===== src/dbg_sysreg_pkg.sv =====
// package: register selects, field positions, reset values and carriers for the sysreg block
package dbg_sysreg_pkg;

    // ****************************************
    // register selects
    // ****************************************
    typedef enum logic [2:0] {
        SEL_TC_PC,
        SEL_TC_STATUS,
        SEL_DBG_PC,
        SEL_DBG_STATUS,
        SEL_TC_BASE,
        SEL_DIR,
        SEL_NONE
    } reg_sel_t;

    // ****************************************
    // field layout
    // ****************************************
    localparam logic [31:0] PC_MASK = 32'h03FFFFFF;
    localparam logic [31:0] STATUS_MASK = 32'h000008FF;
    localparam logic [31:0] BASE_MASK = 32'h03FFFFFE;
    localparam logic [31:0] DIR_RESET = 32'h00000040;
    localparam logic [31:0] DIR_IMPL_MASK = 32'h00007F7F;
    localparam int SEQ_BIT = 14;
    localparam int WIN_BIT = 13;
    localparam int BANK_BIT = 12;
    localparam int JOINT_BIT = 11;
    localparam int MISALIGN_EN_BIT = 10;
    localparam int ALIGN_EN_BIT = 9;
    localparam int STEP_EN_BIT = 8;
    localparam int RST_MARK_BIT = 6;
    localparam int CH1_HIT_BIT = 5;
    localparam int CH0_HIT_BIT = 4;
    localparam int MON_ENTRY_BIT = 3;
    localparam int MISALIGN_HIT_BIT = 2;
    localparam int ALIGN_FAULT_BIT = 1;
    localparam int DEBUG_ACTIVE_BIT = 0;
    localparam int STEP_FLAG_BIT = 8;
    localparam logic [31:0] UNDEF_READ = 32'h00000000;

    // ****************************************
    // carriers
    // ****************************************
    typedef struct packed {
        logic table_call;
        logic exc_trap;
        logic dbg_trap;
        logic brk_exec;
        logic brk_misalign;
        logic brk_align;
        logic brk_access;
        logic single_step;
        logic [31:0] cur_pc;
        logic [31:0] next_pc;
        logic [31:0] status;
    } ctx_evt_t;

    typedef struct packed {
        logic func_reset;
        logic ch0_break;
        logic ch1_break;
        logic misalign_det;
        logic align_det;
        logic monitor_enter;
        logic monitor_return;
        logic debug_enter;
        logic user_enter;
    } dbg_evt_t;

    typedef struct packed {
        logic seq_mode;
        logic win_mode;
        logic bank_sel;
        logic joint_en;
        logic misalign_en;
        logic align_en;
        logic step_we;
        logic debug_active;
    } dbg_ctl_t;

endpackage : dbg_sysreg_pkg


===== src/dbg_sysreg.sv =====
// call and debug status save registers with the debug interface control register
`timescale 1ns/10ps

module dbg_sysreg (
    // clock and reset
    input wire logic mclk_i,
    input wire logic reset_n_i,
    // system register access
    input wire logic sr_load_i,
    input wire dbg_sysreg_pkg::reg_sel_t sr_sel_i,
    input wire logic [31:0] sr_wdata_i,
    output logic [31:0] sr_rdata_o,
    // context capture and debug events
    input wire dbg_sysreg_pkg::ctx_evt_t ctx_i,
    input wire dbg_sysreg_pkg::dbg_evt_t evt_i,
    // status step flag write path
    input wire logic step_flag_wr_i,
    input wire logic step_flag_val_i,
    output logic step_flag_o,
    // controls to the core
    output dbg_sysreg_pkg::dbg_ctl_t ctl_o,
    output logic [31:0] table_base_o
);
    import dbg_sysreg_pkg::*;

    // ****************************************
    // registers
    // ****************************************
    logic [31:0] tc_pc_q, tc_pc_d;
    logic [31:0] tc_st_q, tc_st_d;
    logic [31:0] dbg_pc_q, dbg_pc_d;
    logic [31:0] dbg_st_q, dbg_st_d;
    logic [31:0] base_q, base_d;
    logic [31:0] dir_q, dir_d;
    logic [31:0] rdata_q, rdata_d;
    logic step_q, step_d;
    dbg_ctl_t ctl_q, ctl_d;

    // ****************************************
    // decode
    // ****************************************
    wire logic in_debug = dir_q[DEBUG_ACTIVE_BIT];
    wire logic wr_tc_pc = sr_load_i && (sr_sel_i == SEL_TC_PC);
    wire logic wr_tc_st = sr_load_i && (sr_sel_i == SEL_TC_STATUS);
    wire logic wr_dbg_pc = sr_load_i && (sr_sel_i == SEL_DBG_PC);
    wire logic wr_dbg_st = sr_load_i && (sr_sel_i == SEL_DBG_STATUS);
    wire logic wr_base = sr_load_i && (sr_sel_i == SEL_TC_BASE);
    wire logic wr_dir = sr_load_i && (sr_sel_i == SEL_DIR);
    wire logic wr_dir_dbg = wr_dir && in_debug;
    wire logic rst_mark = dir_q[RST_MARK_BIT];

    // save cause and pc selection
    wire logic dbg_save = ctx_i.exc_trap || ctx_i.dbg_trap || ctx_i.brk_exec
        || ctx_i.brk_misalign || ctx_i.brk_align || ctx_i.brk_access
        || ctx_i.single_step;
    wire logic save_own = ctx_i.brk_exec || ctx_i.brk_misalign
        || ctx_i.brk_align;
    // traps, access-trap breaks and steps all record the next pc
    wire logic [31:0] dbg_save_pc = save_own ? ctx_i.cur_pc : ctx_i.next_pc;

    // hardware capture wins over a concurrent software write
    assign tc_pc_d = (ctx_i.table_call ? ctx_i.next_pc
        : (wr_tc_pc ? sr_wdata_i : tc_pc_q)) & PC_MASK;
    assign tc_st_d = (ctx_i.table_call ? ctx_i.status
        : (wr_tc_st ? sr_wdata_i : tc_st_q)) & STATUS_MASK;
    assign dbg_pc_d = (dbg_save ? dbg_save_pc
        : (wr_dbg_pc ? sr_wdata_i : dbg_pc_q)) & PC_MASK;
    assign dbg_st_d = (dbg_save ? ctx_i.status
        : (wr_dbg_st ? sr_wdata_i : dbg_st_q)) & STATUS_MASK;
    assign base_d = (wr_base ? sr_wdata_i : base_q) & BASE_MASK;

    // ****************************************
    // debug interface control
    // ****************************************
    // software value per bit before hardware events are merged
    wire logic [31:0] w = sr_wdata_i;
    wire logic mark_next = evt_i.func_reset
        || (wr_dir_dbg ? w[RST_MARK_BIT] && rst_mark : rst_mark);
    // marker holds mode and bank cleared while set
    wire logic [2:0] mode_sw = wr_dir_dbg ? w[SEQ_BIT:BANK_BIT] : dir_q[SEQ_BIT:BANK_BIT];
    wire logic [2:0] mode_next = mark_next ? 3'h0 : mode_sw;
    wire logic [3:0] en_next = wr_dir_dbg ? w[JOINT_BIT:STEP_EN_BIT]
        : dir_q[JOINT_BIT:STEP_EN_BIT];
    // sticky flags, ch1 ch0 misalign align: software may only clear, set beats clear
    wire logic [3:0] flag_q = {dir_q[CH1_HIT_BIT], dir_q[CH0_HIT_BIT],
        dir_q[MISALIGN_HIT_BIT], dir_q[ALIGN_FAULT_BIT]};
    wire logic [3:0] flag_w = {w[CH1_HIT_BIT], w[CH0_HIT_BIT],
        w[MISALIGN_HIT_BIT], w[ALIGN_FAULT_BIT]};
    wire logic [3:0] flag_set = {evt_i.ch1_break, evt_i.ch0_break,
        evt_i.misalign_det && dir_q[MISALIGN_EN_BIT],
        evt_i.align_det && dir_q[ALIGN_EN_BIT]};
    // alignment fault flag is clearable in any mode
    wire logic [3:0] flag_wr = {wr_dir_dbg, wr_dir_dbg, wr_dir_dbg, wr_dir};
    // marker holds the channel hits at zero
    wire logic [3:0] flag_hold = {mark_next, mark_next, 1'b0, 1'b0};
    wire logic [3:0] flag_keep;
    wire logic [3:0] flag_next;
    for (genvar i = 0; i < 4; i++) begin : g_sticky
        assign flag_keep[i] = flag_wr[i] ? (flag_w[i] && flag_q[i]) : flag_q[i];
        assign flag_next[i] = !flag_hold[i] && (flag_set[i] || flag_keep[i]);
    end
    wire logic ch1_next = flag_next[3];
    wire logic ch0_next = flag_next[2];
    wire logic mis_next = flag_next[1];
    wire logic al_next = flag_next[0];
    // monitor entry and debug flags ignore software
    wire logic mon_next = evt_i.monitor_enter
        || (dir_q[MON_ENTRY_BIT] && !evt_i.monitor_return);
    wire logic dm_next = evt_i.debug_enter
        || (dir_q[DEBUG_ACTIVE_BIT] && !evt_i.user_enter);

    assign dir_d = {17'h00000, mode_next, en_next, 1'b0, mark_next, ch1_next, ch0_next,
        mon_next, mis_next, al_next, dm_next} & DIR_IMPL_MASK;

    // ****************************************
    // status step flag gating
    // ****************************************
    // step enable low pins the flag at zero regardless of writes
    assign step_d = dir_d[STEP_EN_BIT] && (step_flag_wr_i ? step_flag_val_i : step_q);

    // ****************************************
    // read path
    // ****************************************
    // user mode reads of debug-only fields return a fixed stand-in value
    wire logic [31:0] mon_view = 32'(dir_q[MON_ENTRY_BIT]) << MON_ENTRY_BIT;
    wire logic [31:0] dm_view = 32'(dir_q[DEBUG_ACTIVE_BIT]) << DEBUG_ACTIVE_BIT;
    wire logic [31:0] dir_user_view = mon_view | dm_view;
    always_comb begin
        rdata_d = 32'h00000000;
        unique case (sr_sel_i)
            SEL_TC_PC: rdata_d = tc_pc_q;
            SEL_TC_STATUS: rdata_d = tc_st_q;
            SEL_DBG_PC: rdata_d = in_debug ? dbg_pc_q : UNDEF_READ;
            SEL_DBG_STATUS: rdata_d = in_debug ? dbg_st_q : UNDEF_READ;
            SEL_TC_BASE: rdata_d = base_q;
            SEL_DIR: rdata_d = in_debug ? dir_q : dir_user_view;
            SEL_NONE: rdata_d = 32'h00000000;
            default: rdata_d = 32'h00000000;
        endcase
    end

    // ****************************************
    // control outputs
    // ****************************************
    // outputs are taken from the next register value, so they move on the same edge as the register
    // and a load is seen by the core right after the loading instruction retires
    always_comb begin
        ctl_d.seq_mode = dir_d[SEQ_BIT];
        ctl_d.win_mode = dir_d[WIN_BIT];
        ctl_d.bank_sel = dir_d[BANK_BIT];
        ctl_d.joint_en = dir_d[JOINT_BIT];
        ctl_d.misalign_en = dir_d[MISALIGN_EN_BIT];
        ctl_d.align_en = dir_d[ALIGN_EN_BIT];
        ctl_d.step_we = dir_d[STEP_EN_BIT];
        ctl_d.debug_active = dir_d[DEBUG_ACTIVE_BIT];
    end

    // ****************************************
    // table call return pc
    // ****************************************
    // zero at reset so the read path is always defined
    // a call in the same cycle as a load of this register wins
    always_ff @(posedge mclk_i or negedge reset_n_i) begin
        if (!reset_n_i) begin
            tc_pc_q <= 32'h00000000;
        end else begin
            tc_pc_q <= tc_pc_d;
        end
    end

    // ****************************************
    // table call saved status
    // ****************************************
    // only the implemented status bits are stored
    // reserved positions are masked before the flop
    always_ff @(posedge mclk_i or negedge reset_n_i) begin
        if (!reset_n_i) begin
            tc_st_q <= 32'h00000000;
        end else begin
            tc_st_q <= tc_st_d;
        end
    end

    // ****************************************
    // debug return pc
    // ****************************************
    // writable in any mode; the read path hides it outside debug
    // a capture in the same cycle as a load wins
    always_ff @(posedge mclk_i or negedge reset_n_i) begin
        if (!reset_n_i) begin
            dbg_pc_q <= 32'h00000000;
        end else begin
            dbg_pc_q <= dbg_pc_d;
        end
    end

    // ****************************************
    // debug saved status
    // ****************************************
    // same access rules as the debug return pc
    // reserved positions are masked before the flop
    always_ff @(posedge mclk_i or negedge reset_n_i) begin
        if (!reset_n_i) begin
            dbg_st_q <= 32'h00000000;
        end else begin
            dbg_st_q <= dbg_st_d;
        end
    end

    // ****************************************
    // table call base pointer
    // ****************************************
    // bit 0 and the top bits never leave zero
    // the core sees the pointer straight from this flop
    always_ff @(posedge mclk_i or negedge reset_n_i) begin
        if (!reset_n_i) begin
            base_q <= 32'h00000000;
        end else begin
            base_q <= base_d;
        end
    end

    // ****************************************
    // debug interface control
    // ****************************************
    // reset leaves the marker set and the core in user mode
    // software must clear the marker, at the latest in the same write, for modes to be chosen
    always_ff @(posedge mclk_i or negedge reset_n_i) begin
        if (!reset_n_i) begin
            dir_q <= DIR_RESET;
        end else begin
            dir_q <= dir_d;
        end
    end

    // ****************************************
    // read data
    // ****************************************
    // read data lags the select by one edge
    // this keeps the output straight from a flop
    always_ff @(posedge mclk_i or negedge reset_n_i) begin
        if (!reset_n_i) begin
            rdata_q <= 32'h00000000;
        end else begin
            rdata_q <= rdata_d;
        end
    end

    // ****************************************
    // status step flag
    // ****************************************
    // the gate uses the next control value, so clearing the
    // enable drops the flag on the same edge
    always_ff @(posedge mclk_i or negedge reset_n_i) begin
        if (!reset_n_i) begin
            step_q <= 1'b0;
        end else begin
            step_q <= step_d;
        end
    end

    // ****************************************
    // control copy
    // ****************************************
    // a registered copy of the control fields for the core
    // it moves on the same edge as the control register
    always_ff @(posedge mclk_i or negedge reset_n_i) begin
        if (!reset_n_i) begin
            ctl_q <= '0;
        end else begin
            ctl_q <= ctl_d;
        end
    end

    // ****************************************
    // outputs
    // ****************************************
    assign sr_rdata_o = rdata_q;
    assign step_flag_o = step_q;
    assign ctl_o = ctl_q;
    assign table_base_o = base_q;

endmodule : dbg_sysreg


===== config.mk =====
export PLATFORM = sky130hd
export DESIGN_NAME = dbg_sysreg
export DESIGN_NICKNAME = d
export VERILOG_FILES = /design/src/dbg_sysreg_pkg.sv /design/src/dbg_sysreg.sv
export SDC_FILE = /design/constraint.sdc
export NUM_CORES = 1
export LEC_CHECK = 0
export ABC_AREA = 1
export BUFFER_PORTS_ARGS = -buffer_cell sky130_fd_sc_hd__clkbuf_2
export CAP_MARGIN = 20
export CORE_ASPECT_RATIO = 0.6
export CORE_MARGIN = 1
export CORE_UTILIZATION = 30
export CTS_BUF_LIST = sky130_fd_sc_hd__clkbuf_4 sky130_fd_sc_hd__clkbuf_8
export DETAILED_ROUTE_END_ITERATION = 10
export HOLD_SLACK_MARGIN = 0.12
export PLACE_DENSITY = 0.48
export SLEW_MARGIN = 25
export SYNTH_ARGS = -nofsm -noshare
export SYNTH_HDL_FRONTEND = slang
export SYNTH_SLANG_ARGS = --single-unit

===== constraint.sdc =====
create_clock -name mclk_i -period 3.25 [get_ports mclk_i]
set_clock_uncertainty 0.05 [all_clocks]
set_input_delay 0.8125 -clock mclk_i [delete_from_list [all_inputs] [get_ports mclk_i]]
set_output_delay 0.8125 -clock mclk_i [all_outputs]
set_load 0.05 [all_outputs]

==> impl_summary.txt, run 1 <==
----------------------------------------------------
[Critical path]
  Origin of the worst setup path ... sr_sel_i[1]
  Origin of the critical flop-to-flop path ... dir_q[0]$_DFF_PN0_
  Data required time of the critical path ... between 3 and 4 ns
  CP startpoint kind ... primary input
  Peak fanout along the critical path ... 35
  Worst setup EP type ... register
  Data arrival time of the worst path ... about 2.5 ns
  Kind of critical path ... primary input to register

[STA]
  Min Tclk post-route ... roughly 2.2 ns
  Final worst hold slack ... roughly 0.34 ns
  Maximum clock rate ... about 450 MHz
  # setup viols final ... 0
  RSZ-0062 raised after global routing ... no
  Count of final max-slew check failures ... 0
  Pin slew with the least headroom to its limit ... 0.9630 ns
  Max_slew headroom ... 0.3557
  Final number of hold-violating endpoints ... 0
  Final WS setup ... 1.039 ns
  Final critical-path share of the clock period ... 0.6804
  Setup tns final ... 0 ns

[Layout]
  ANT cells ... 0
  Layout Nets ... 1165
  Share of layout cells above drive strength 1 ... 0.2429
  Area growth, synth to finish ... 22.29%
  Count of placed standard cells in the final layout, fillers left out ... approximately 1.3k

[Yosys]
  Synth cell types ... 31
  Fraction of synthesized cell area taken by the top area cell type ... 0.4921
  Synthesized area ... 6865 sq um
  Cell types with the largest area share after synthesis ... dfrtp_1 49%, nand3_1 12%, nand2_1 12%
  EDFF count, synth ... 0
  FFs w/ async S/R, synth ... 1.000
  Mean area per synthesized cell ... 7.964 sq um
  Synthesized flop and latch total ... around 140
  Cell type with the highest aggregate area in the netlist ... dfrtp_1
  Number of instances in the synthesized netlist ... about 860
  Share of the yosys chip area belonging to registers ... 0.4959
  Most used DFF post-synth ... dfrtp_1
  Warnings from Yosys ... 0

[Clock network]
  Cells resized by post-CTS repair ... 0
  Num CTS Buffers ... 17
  CTS sink cnt ... about 140
  Total of hold buffers inserted after clock tree synthesis ... 0
  Number of levels the H-tree was split into ... 4
  CTS tree ... yes
  Insertion delay to the later sink of the worst-skew pair ... approximately 0.46 ns
  Post CTS Setup Buffer Count ... 0
  Clock slew at the register clock pins of the worst setup and hold paths ... around 0.08 ns
  Cell at the root of the clock tree ... clkbuf_8
  Buffers from clock root to sink, at most ... 2

[Placement]
  Placed Cells ... between 1k and 1.5k
  Placement-stage worst setup slack ... between 0.5 and 0.6 ns
  Count of input and output buffers ... 171
  Post-DP HPWL ... about 17 mm
  Final Wtd Congestion ... ~0.80

[Detailed routing]
  Via count normalized by instance count ... approximately 5
  Vias ... ~6.5k
  Detailed-route DRC error count ... 0
  Initial DRC Count ... around 570
  ANT nets after route ... 0
  Wire length per cell ... 18.68 um
  Post-detailed-routing wire length ... 24.90 mm
  Drt first pass iters ... 5

[Status]
  Run status ... finished clean

[Global routing]
  GR Util All Layers ... 0.2205
  Via count of the first global-routing pass ... 6280
  Global route total overflow ... 0
  Global-route wire length before repair ... 38.27 mm
  Maximum number of pins on one net before global-route repair ... 76
  Initial antenna violation count ... 1

[Min path]
  Class of the worst hold path ... primary input to async pin

[Floorplan]
  Die Span X ... approximately 200 um
  Starting Density ... 0.3088
  Count of standard-cell rows ... 42
  Die height ... ~120 um
  DIE AREA ... around 24000 sq um
  Top-level port count ... 226
  Area of the placeable core ... 22230 sq um

[Power]
  Final Power ... ~5 mW
  Power per unit of standard cell area ... roughly 580 nW/um^2
  Highest ir drop seen on vdd ... approximately 0.24 mV
  Reported leakage power ... between 4 and 5 nW

[Run]
  Max-cap check violation count ... 0

----------------------------------------------------
[synth_stat cells (2+ instances only)]
cell       instances
a21oi_1           36
buf_1              4
buf_2             16
buf_4             28
buf_6              4
clkbuf_1          14
dfrtp_1          135
inv_1             58
inv_2             12
nand2_1          211
nand2_2            2
nand2_4            3
nand3_1          163
nand4_1            8
nor2_1            45
nor2_2             4
nor2_4             7
o2111ai_1          6
o211ai_1          12
o21ai_0           54
o21ai_1           29
o21bai_1           2
[power breakdown]
part	leakage (nW)	total, mW	internal, mW	switching [mW]
registers	1.67	1.99	1.88	0.115
clock network	0.261	1.83	1.12	0.706
logic	2.22	1.05	0.247	0.800
total	4.15	4.86	3.24	1.62
[worst max-delay path: stages]
cell,delay (ns)
clkbuf_2,0.12
nor2_2,0.18
nand2_4,0.23
nor2_4,0.34
inv_2,0.08
nand2_4,0.36
inv_2,0.19
nand2_1,0.11
nand3_1,0.07
[worst paths after layout]
path,slack [ns],cells past startpoint,endpoint
min in group mclk_i,0.44,2,tc_st_q[5]$_DFFE_PN0P_
worst max register to register,1.40,5,dir_q[5]$_DFF_PN0_
max in group asynchronous,2.07,2,table_base_o[18]$_DFFE_PN0P_
worst max-delay path,1.04,9,tc_pc_q[1]$_DFFE_PN0P_
worst min register to register,0.44,2,tc_st_q[5]$_DFFE_PN0P_
worst min-delay path,0.34,1,sr_rdata_o[21]$_DFF_PN0_
[metrics by stage]
| step | instance area, sq um | utilization |
|---|---|---|
| finish | 8396 | 0.3777 |
| global route | 8396 | 0.3777 |
| CTS | 8396 | 0.3777 |
| detailed placement | 7885 | 0.3547 |
| global placement | 7885 | 0.3547 |
| floorplan | 6910 | - |
[metal layers]
| metal | wire, um | share of wire | GRT usage | vias to the layer above |
|---|---|---|---|---|
| met5 | 12 | 0.00048 | 0 | - |
| met4 | 205 | 0.0082 | 0.05087 | 2 |
| met3 | 2212 | 0.089 | 0.07080 | 18 |
| met2 | 9527 | 0.38 | 0.2841 | 241 |
| met1 | 12940 | 0.52 | 0.3450 | 3095 |
| li1 | - | - | - | 3125 |
[sequential cells by signal, summed over array words and instances (netlist names)]
name	cells
table_base_o	25
tc_st_q	9
sr_rdata_o	26
step_flag_o	1
dbg_pc_q	26
dbg_st_q	9
dir_q	14
tc_pc_q	26
[kinds of logic (layout without fill, tap and decap cells)]
logic type	Yosys count	in the layout	synth area share
compound gates	140	140	0.1108
buf+inv	137	288	0.09750
flops	136	136	0.4959
mux	1	1	0.001458
other cells	1	13	0.0005462
simple gates	447	447	0.2938
[layout by cell type (no fill, tap or decap), types with 8 or more instances in the layout]
cell type,synthesis,final
nand4_1,8,8
dfrtp_1,135,135
buf_4,28,12
o21ai_1,29,29
a21oi_1,36,36
conb_1,1,13
inv_2,12,12
nand2_1,211,211
o211ai_1,12,12
o21ai_0,54,54
inv_1,58,58
clkbuf_8,0,22
nand3_1,163,163
nor2_1,45,45
clkbuf_2,0,170
[cell type report]
cell class	count	area, sq um
Inverter	71	266.5
Fill cell	2369	13830
Clock buffer	25	325.3
Multi-Input combinational cell	601	2836
Tap cell	308	385.4
Clock inverter	7	185.2
Timing Repair Buffer	185	992.2
Sequential cell	136	3405
(Power assumes the default switching activity.)
==> run 2: changes to the inputs <==
--- a/config.mk
+++ b/config.mk
@@ -14,7 +14,7 @@
 export CTS_BUF_LIST = sky130_fd_sc_hd__clkbuf_4 sky130_fd_sc_hd__clkbuf_8
 export DETAILED_ROUTE_END_ITERATION = 10
 export HOLD_SLACK_MARGIN = 0.12
-export PLACE_DENSITY = 0.48
+export PLACE_DENSITY = 0.5
 export SLEW_MARGIN = 25
 export SYNTH_ARGS = -nofsm -noshare
 export SYNTH_HDL_FRONTEND = slang
==> constraint.sdc (replaced) <==
create_clock -name mclk_i -period 1.81 [get_ports mclk_i]
set_clock_uncertainty 0.05 [all_clocks]
set_input_delay 0.4525 -clock mclk_i [delete_from_list [all_inputs] [get_ports mclk_i]]
set_output_delay 0.4525 -clock mclk_i [all_outputs]
set_load 0.05 [all_outputs]
==> impl_summary.txt, run 2 (same netlist as run 1, synthesis figures left out) <==
----------------------------------------------------
[Detailed routing]
  Detailed-route DRC error count ... 0 (unchanged)
  Post-detailed-routing wire length ... 24.48 mm (-1.7%)
  Vias ... 6549 (+1.0%)
  ANT nets after route ... 0 (unchanged)
  Initial DRC Count ... 624 (+9.7%)
  Via count normalized by instance count ... 4.798 (-1.3%)
  Drt first pass iters ... 5 (unchanged)
  Wire length per cell ... 17.93 um (-4.0%)

[Min path]
  Startpoint of the lowest-slack hold path ... evt_i[1]
  Class of the worst hold path ... primary input to register

[Floorplan]
  Count of standard-cell rows ... 42 (unchanged)
  DIE AREA ... 23510 sq um (unchanged)
  Top-level port count ... 226 (unchanged)
  Die height ... 119.2 um (unchanged)
  Starting Density ... 0.3088 (unchanged)
  Die Span X ... 197.3 um (unchanged)
  Area of the placeable core ... 22230 sq um (unchanged)

[Power]
  Share of power burned in the clock network ... 0.321 (-0.054)
  Sequential Power Share ... 0.440 (+0.031)
  Switching Power ... 2.946 mW (+82%)
  Fraction of power spent switching nets ... 0.3628 (+0.02966)
  Pint ... 5.173 mW (+59%)
  Logic pwr share ... 0.239 (+0.024)
  Power per unit of standard cell area ... 946.3 nW/um^2 (+63%)
  Reported leakage power ... 4.255 nW (+2.6%)
  Highest ir drop seen on vdd ... 0.4839 mV (+100%)

[Critical path]
  Origin of the critical flop-to-flop path ... dir_q[0]$_DFF_PN0_
  Logic depth of the worst register-to-register path ... 5 (unchanged)
  Ordered list of cells on the worst path ... clkbuf_2
  Critical path buffer and inverter count ... 1 (-2)
  Cell with the largest stage delay on the worst path ... dfrtp_1
  Data arrival time of the worst path ... 1.24 ns (-1.26 ns)
  Cell family contributing the most delay on the critical path ... flip-flops
  Worst setup EP type ... primary output
  Kind of critical path ... register to primary output
  Peak fanout along the critical path ... 3 (-91%)
  End of the worst register-to-register path ... sr_rdata_o[11]$_DFF_PN0_
  Max incr delay on CP ... 0.45 ns (+0.09 ns)
  Capturing element of the worst setup path ... ctl_o[1]
  R2R Setup Slk ... 0.40 ns (-1.00 ns)
  Origin of the worst setup path ... dir_q[8]$_DFF_PN0_
  CP Depth ... 1 (-8)
  CP startpoint kind ... register
  Data required time of the critical path ... 1.31 ns (-2.23 ns)

[STA]
  Maximum clock rate ... around 570 MHz
  Max_slew headroom ... 0.6431 (+0.2874)
  Setup tns final ... 0 ns (unchanged)
  Final critical-path share of the clock period ... 0.9615
  RSZ-0062 raised after global routing ... no
  Count of final max-slew check failures ... 0 (unchanged)
  Final number of hold-violating endpoints ... 0 (unchanged)
  Final worst hold slack ... 0.1503 ns (-0.1853 ns)
  # setup viols final ... 0 (unchanged)
  Min Tclk post-route ... 1.740 ns
  Pin slew with the least headroom to its limit ... 0.5345 ns (-0.4285 ns)

[Layout]
  Layout Nets ... 1197 (+2.7%)
  Commonest cells after routing, fill and taps aside ... 211 x nand2_1, 170 x clkbuf_2, 163 x nand3_1
  Most common library cell in the layout ignoring fill and taps ... nand2_1
  Share of layout cells above drive strength 1 ... 0.2621 (+0.01914)
  Count of fill cells added during filler insertion ... 2368 (-0.042%)
  ANT cells ... 0 (unchanged)
  Area growth, synth to finish ... 24.97%

[Clock network]
  Post CTS Setup Buffer Count ... 0 (unchanged)
  Buffers from clock root to sink, at most ... 2 (unchanged)
  Total of hold buffers inserted after clock tree synthesis ... 4 (+4)
  Insertion delay to the later sink of the worst-skew pair ... 0.47 ns (about the same)
  Cell at the root of the clock tree ... clkbuf_8
  Number of levels the H-tree was split into ... 4 (unchanged)
  CTS tree ... yes
  Clock slew at the register clock pins of the worst setup and hold paths ... 0.08 ns (about the same)
  CTS sink cnt ... 136 (unchanged)
  Cells resized by post-CTS repair ... 0 (unchanged)
  Num CTS Buffers ... 17 (unchanged)

[Run]
  Max-cap check violation count ... 0 (unchanged)

[Global routing]
  Initial antenna violation count ... 1 (unchanged)
  Via count of the first global-routing pass ... 6338 (+0.92%)
  Global-route wire length before repair ... 37.51 mm (-2.0%)
  Global route total overflow ... 0 (unchanged)
  Maximum number of pins on one net before global-route repair ... 54 (-29%)
  GR Util All Layers ... 0.2164 (-0.004061)

[Placement]
  Post-DP HPWL ... 17.73 mm (+3.7%)
  Final Wtd Congestion ... 0.8596 (+8.0%)
  Count of input and output buffers ... 171 (unchanged)

[Status]
  Run status ... finished clean

----------------------------------------------------
[run 2: cell count changes in the layout (fill, tap and decap cells not counted), sizes merged]
cell / before / now
buf: 15 / 43
clkbuf: 195 / 190
clkinv: 2 / 7
bufinv: 6 / 2
dlygate4sd3: 0 / 4
clkinvlp: 0 / 3
inv: 70 / 71
[run 2: routing by layer]
metal | part of all wire | GRT usage | routed length, um | vias to the layer above
met5 | 0.00053 | 0 | 13 | -
met4 | 0.010 | 0.05717 | 247 | 2
met3 | 0.082 | 0.05154 | 2001 | 22
met2 | 0.39 | 0.2751 | 9541 | 241
met1 | 0.52 | 0.3505 | 12670 | 3097
li1 | - | - | - | 3187
[run 2: worst min-delay path by stage]
stage / slack (ns) / endpoint / depth (start not counted)
6_report: 0.15 / dir_q[0]$_DFF_PN0_ / 2
5_1_grt: 0.13 / dir_q[0]$_DFF_PN0_ / 2
4_1_cts: 0.12 / dir_q[0]$_DFF_PN0_ / 2
3_5_place_dp: 0.32 / sr_rdata_o[14]$_DFF_PN0_ / 1
3_3_place_gp: 0.32 / sr_rdata_o[14]$_DFF_PN0_ / 1
2_1_floorplan: 0.11 / dbg_pc_q[0]$_DFFE_PN0P_ / 0
[run 2: area by class of cell]
type	instances	area, sq um	share of cell area
Sequential cell	136	3405	0.3968
Inverter	71	266.5	0.03106
Multi-Input combinational cell	601	2836	0.3306
Tap cell	308	385.4	0.04492
Clock inverter	12	125.1	0.01458
Clock buffer	20	269.0	0.03135
Timing Repair Buffer	217	1292	0.1506
[run 2: per-stage QoR]
| stage | util | cells | total power, mW | cell area, sq um | worst slack, ns |
|---|---|---|---|---|---|
| floorplan | - | 874 | 4.879 | 6910 | 0.3740 |
| global placement | 0.3664 | 1329 | 5.569 | 8145 | 0.04569 |
| detailed placement | 0.3664 | 1329 | 5.574 | 8145 | 0.04028 |
| CTS | 0.3860 | 1365 | 8.198 | 8579 | 0.03348 |
| global route | 0.3860 | 1365 | 8.505 | 8579 | 0.02034 |
| finish | 0.3860 | 1365 | 8.119 | 8579 | 0.06966 |
[run 2: power groups by stage]
stage               Clock [mW]  Combinational (mW)  Sequential [mW]
floorplan                    0               0.721             4.16
finish                    2.60                1.94             3.57
global placement             0                1.94             3.63
global route              2.79                2.10             3.61
CTS                       2.67                1.96             3.57
detailed placement           0                1.94             3.63
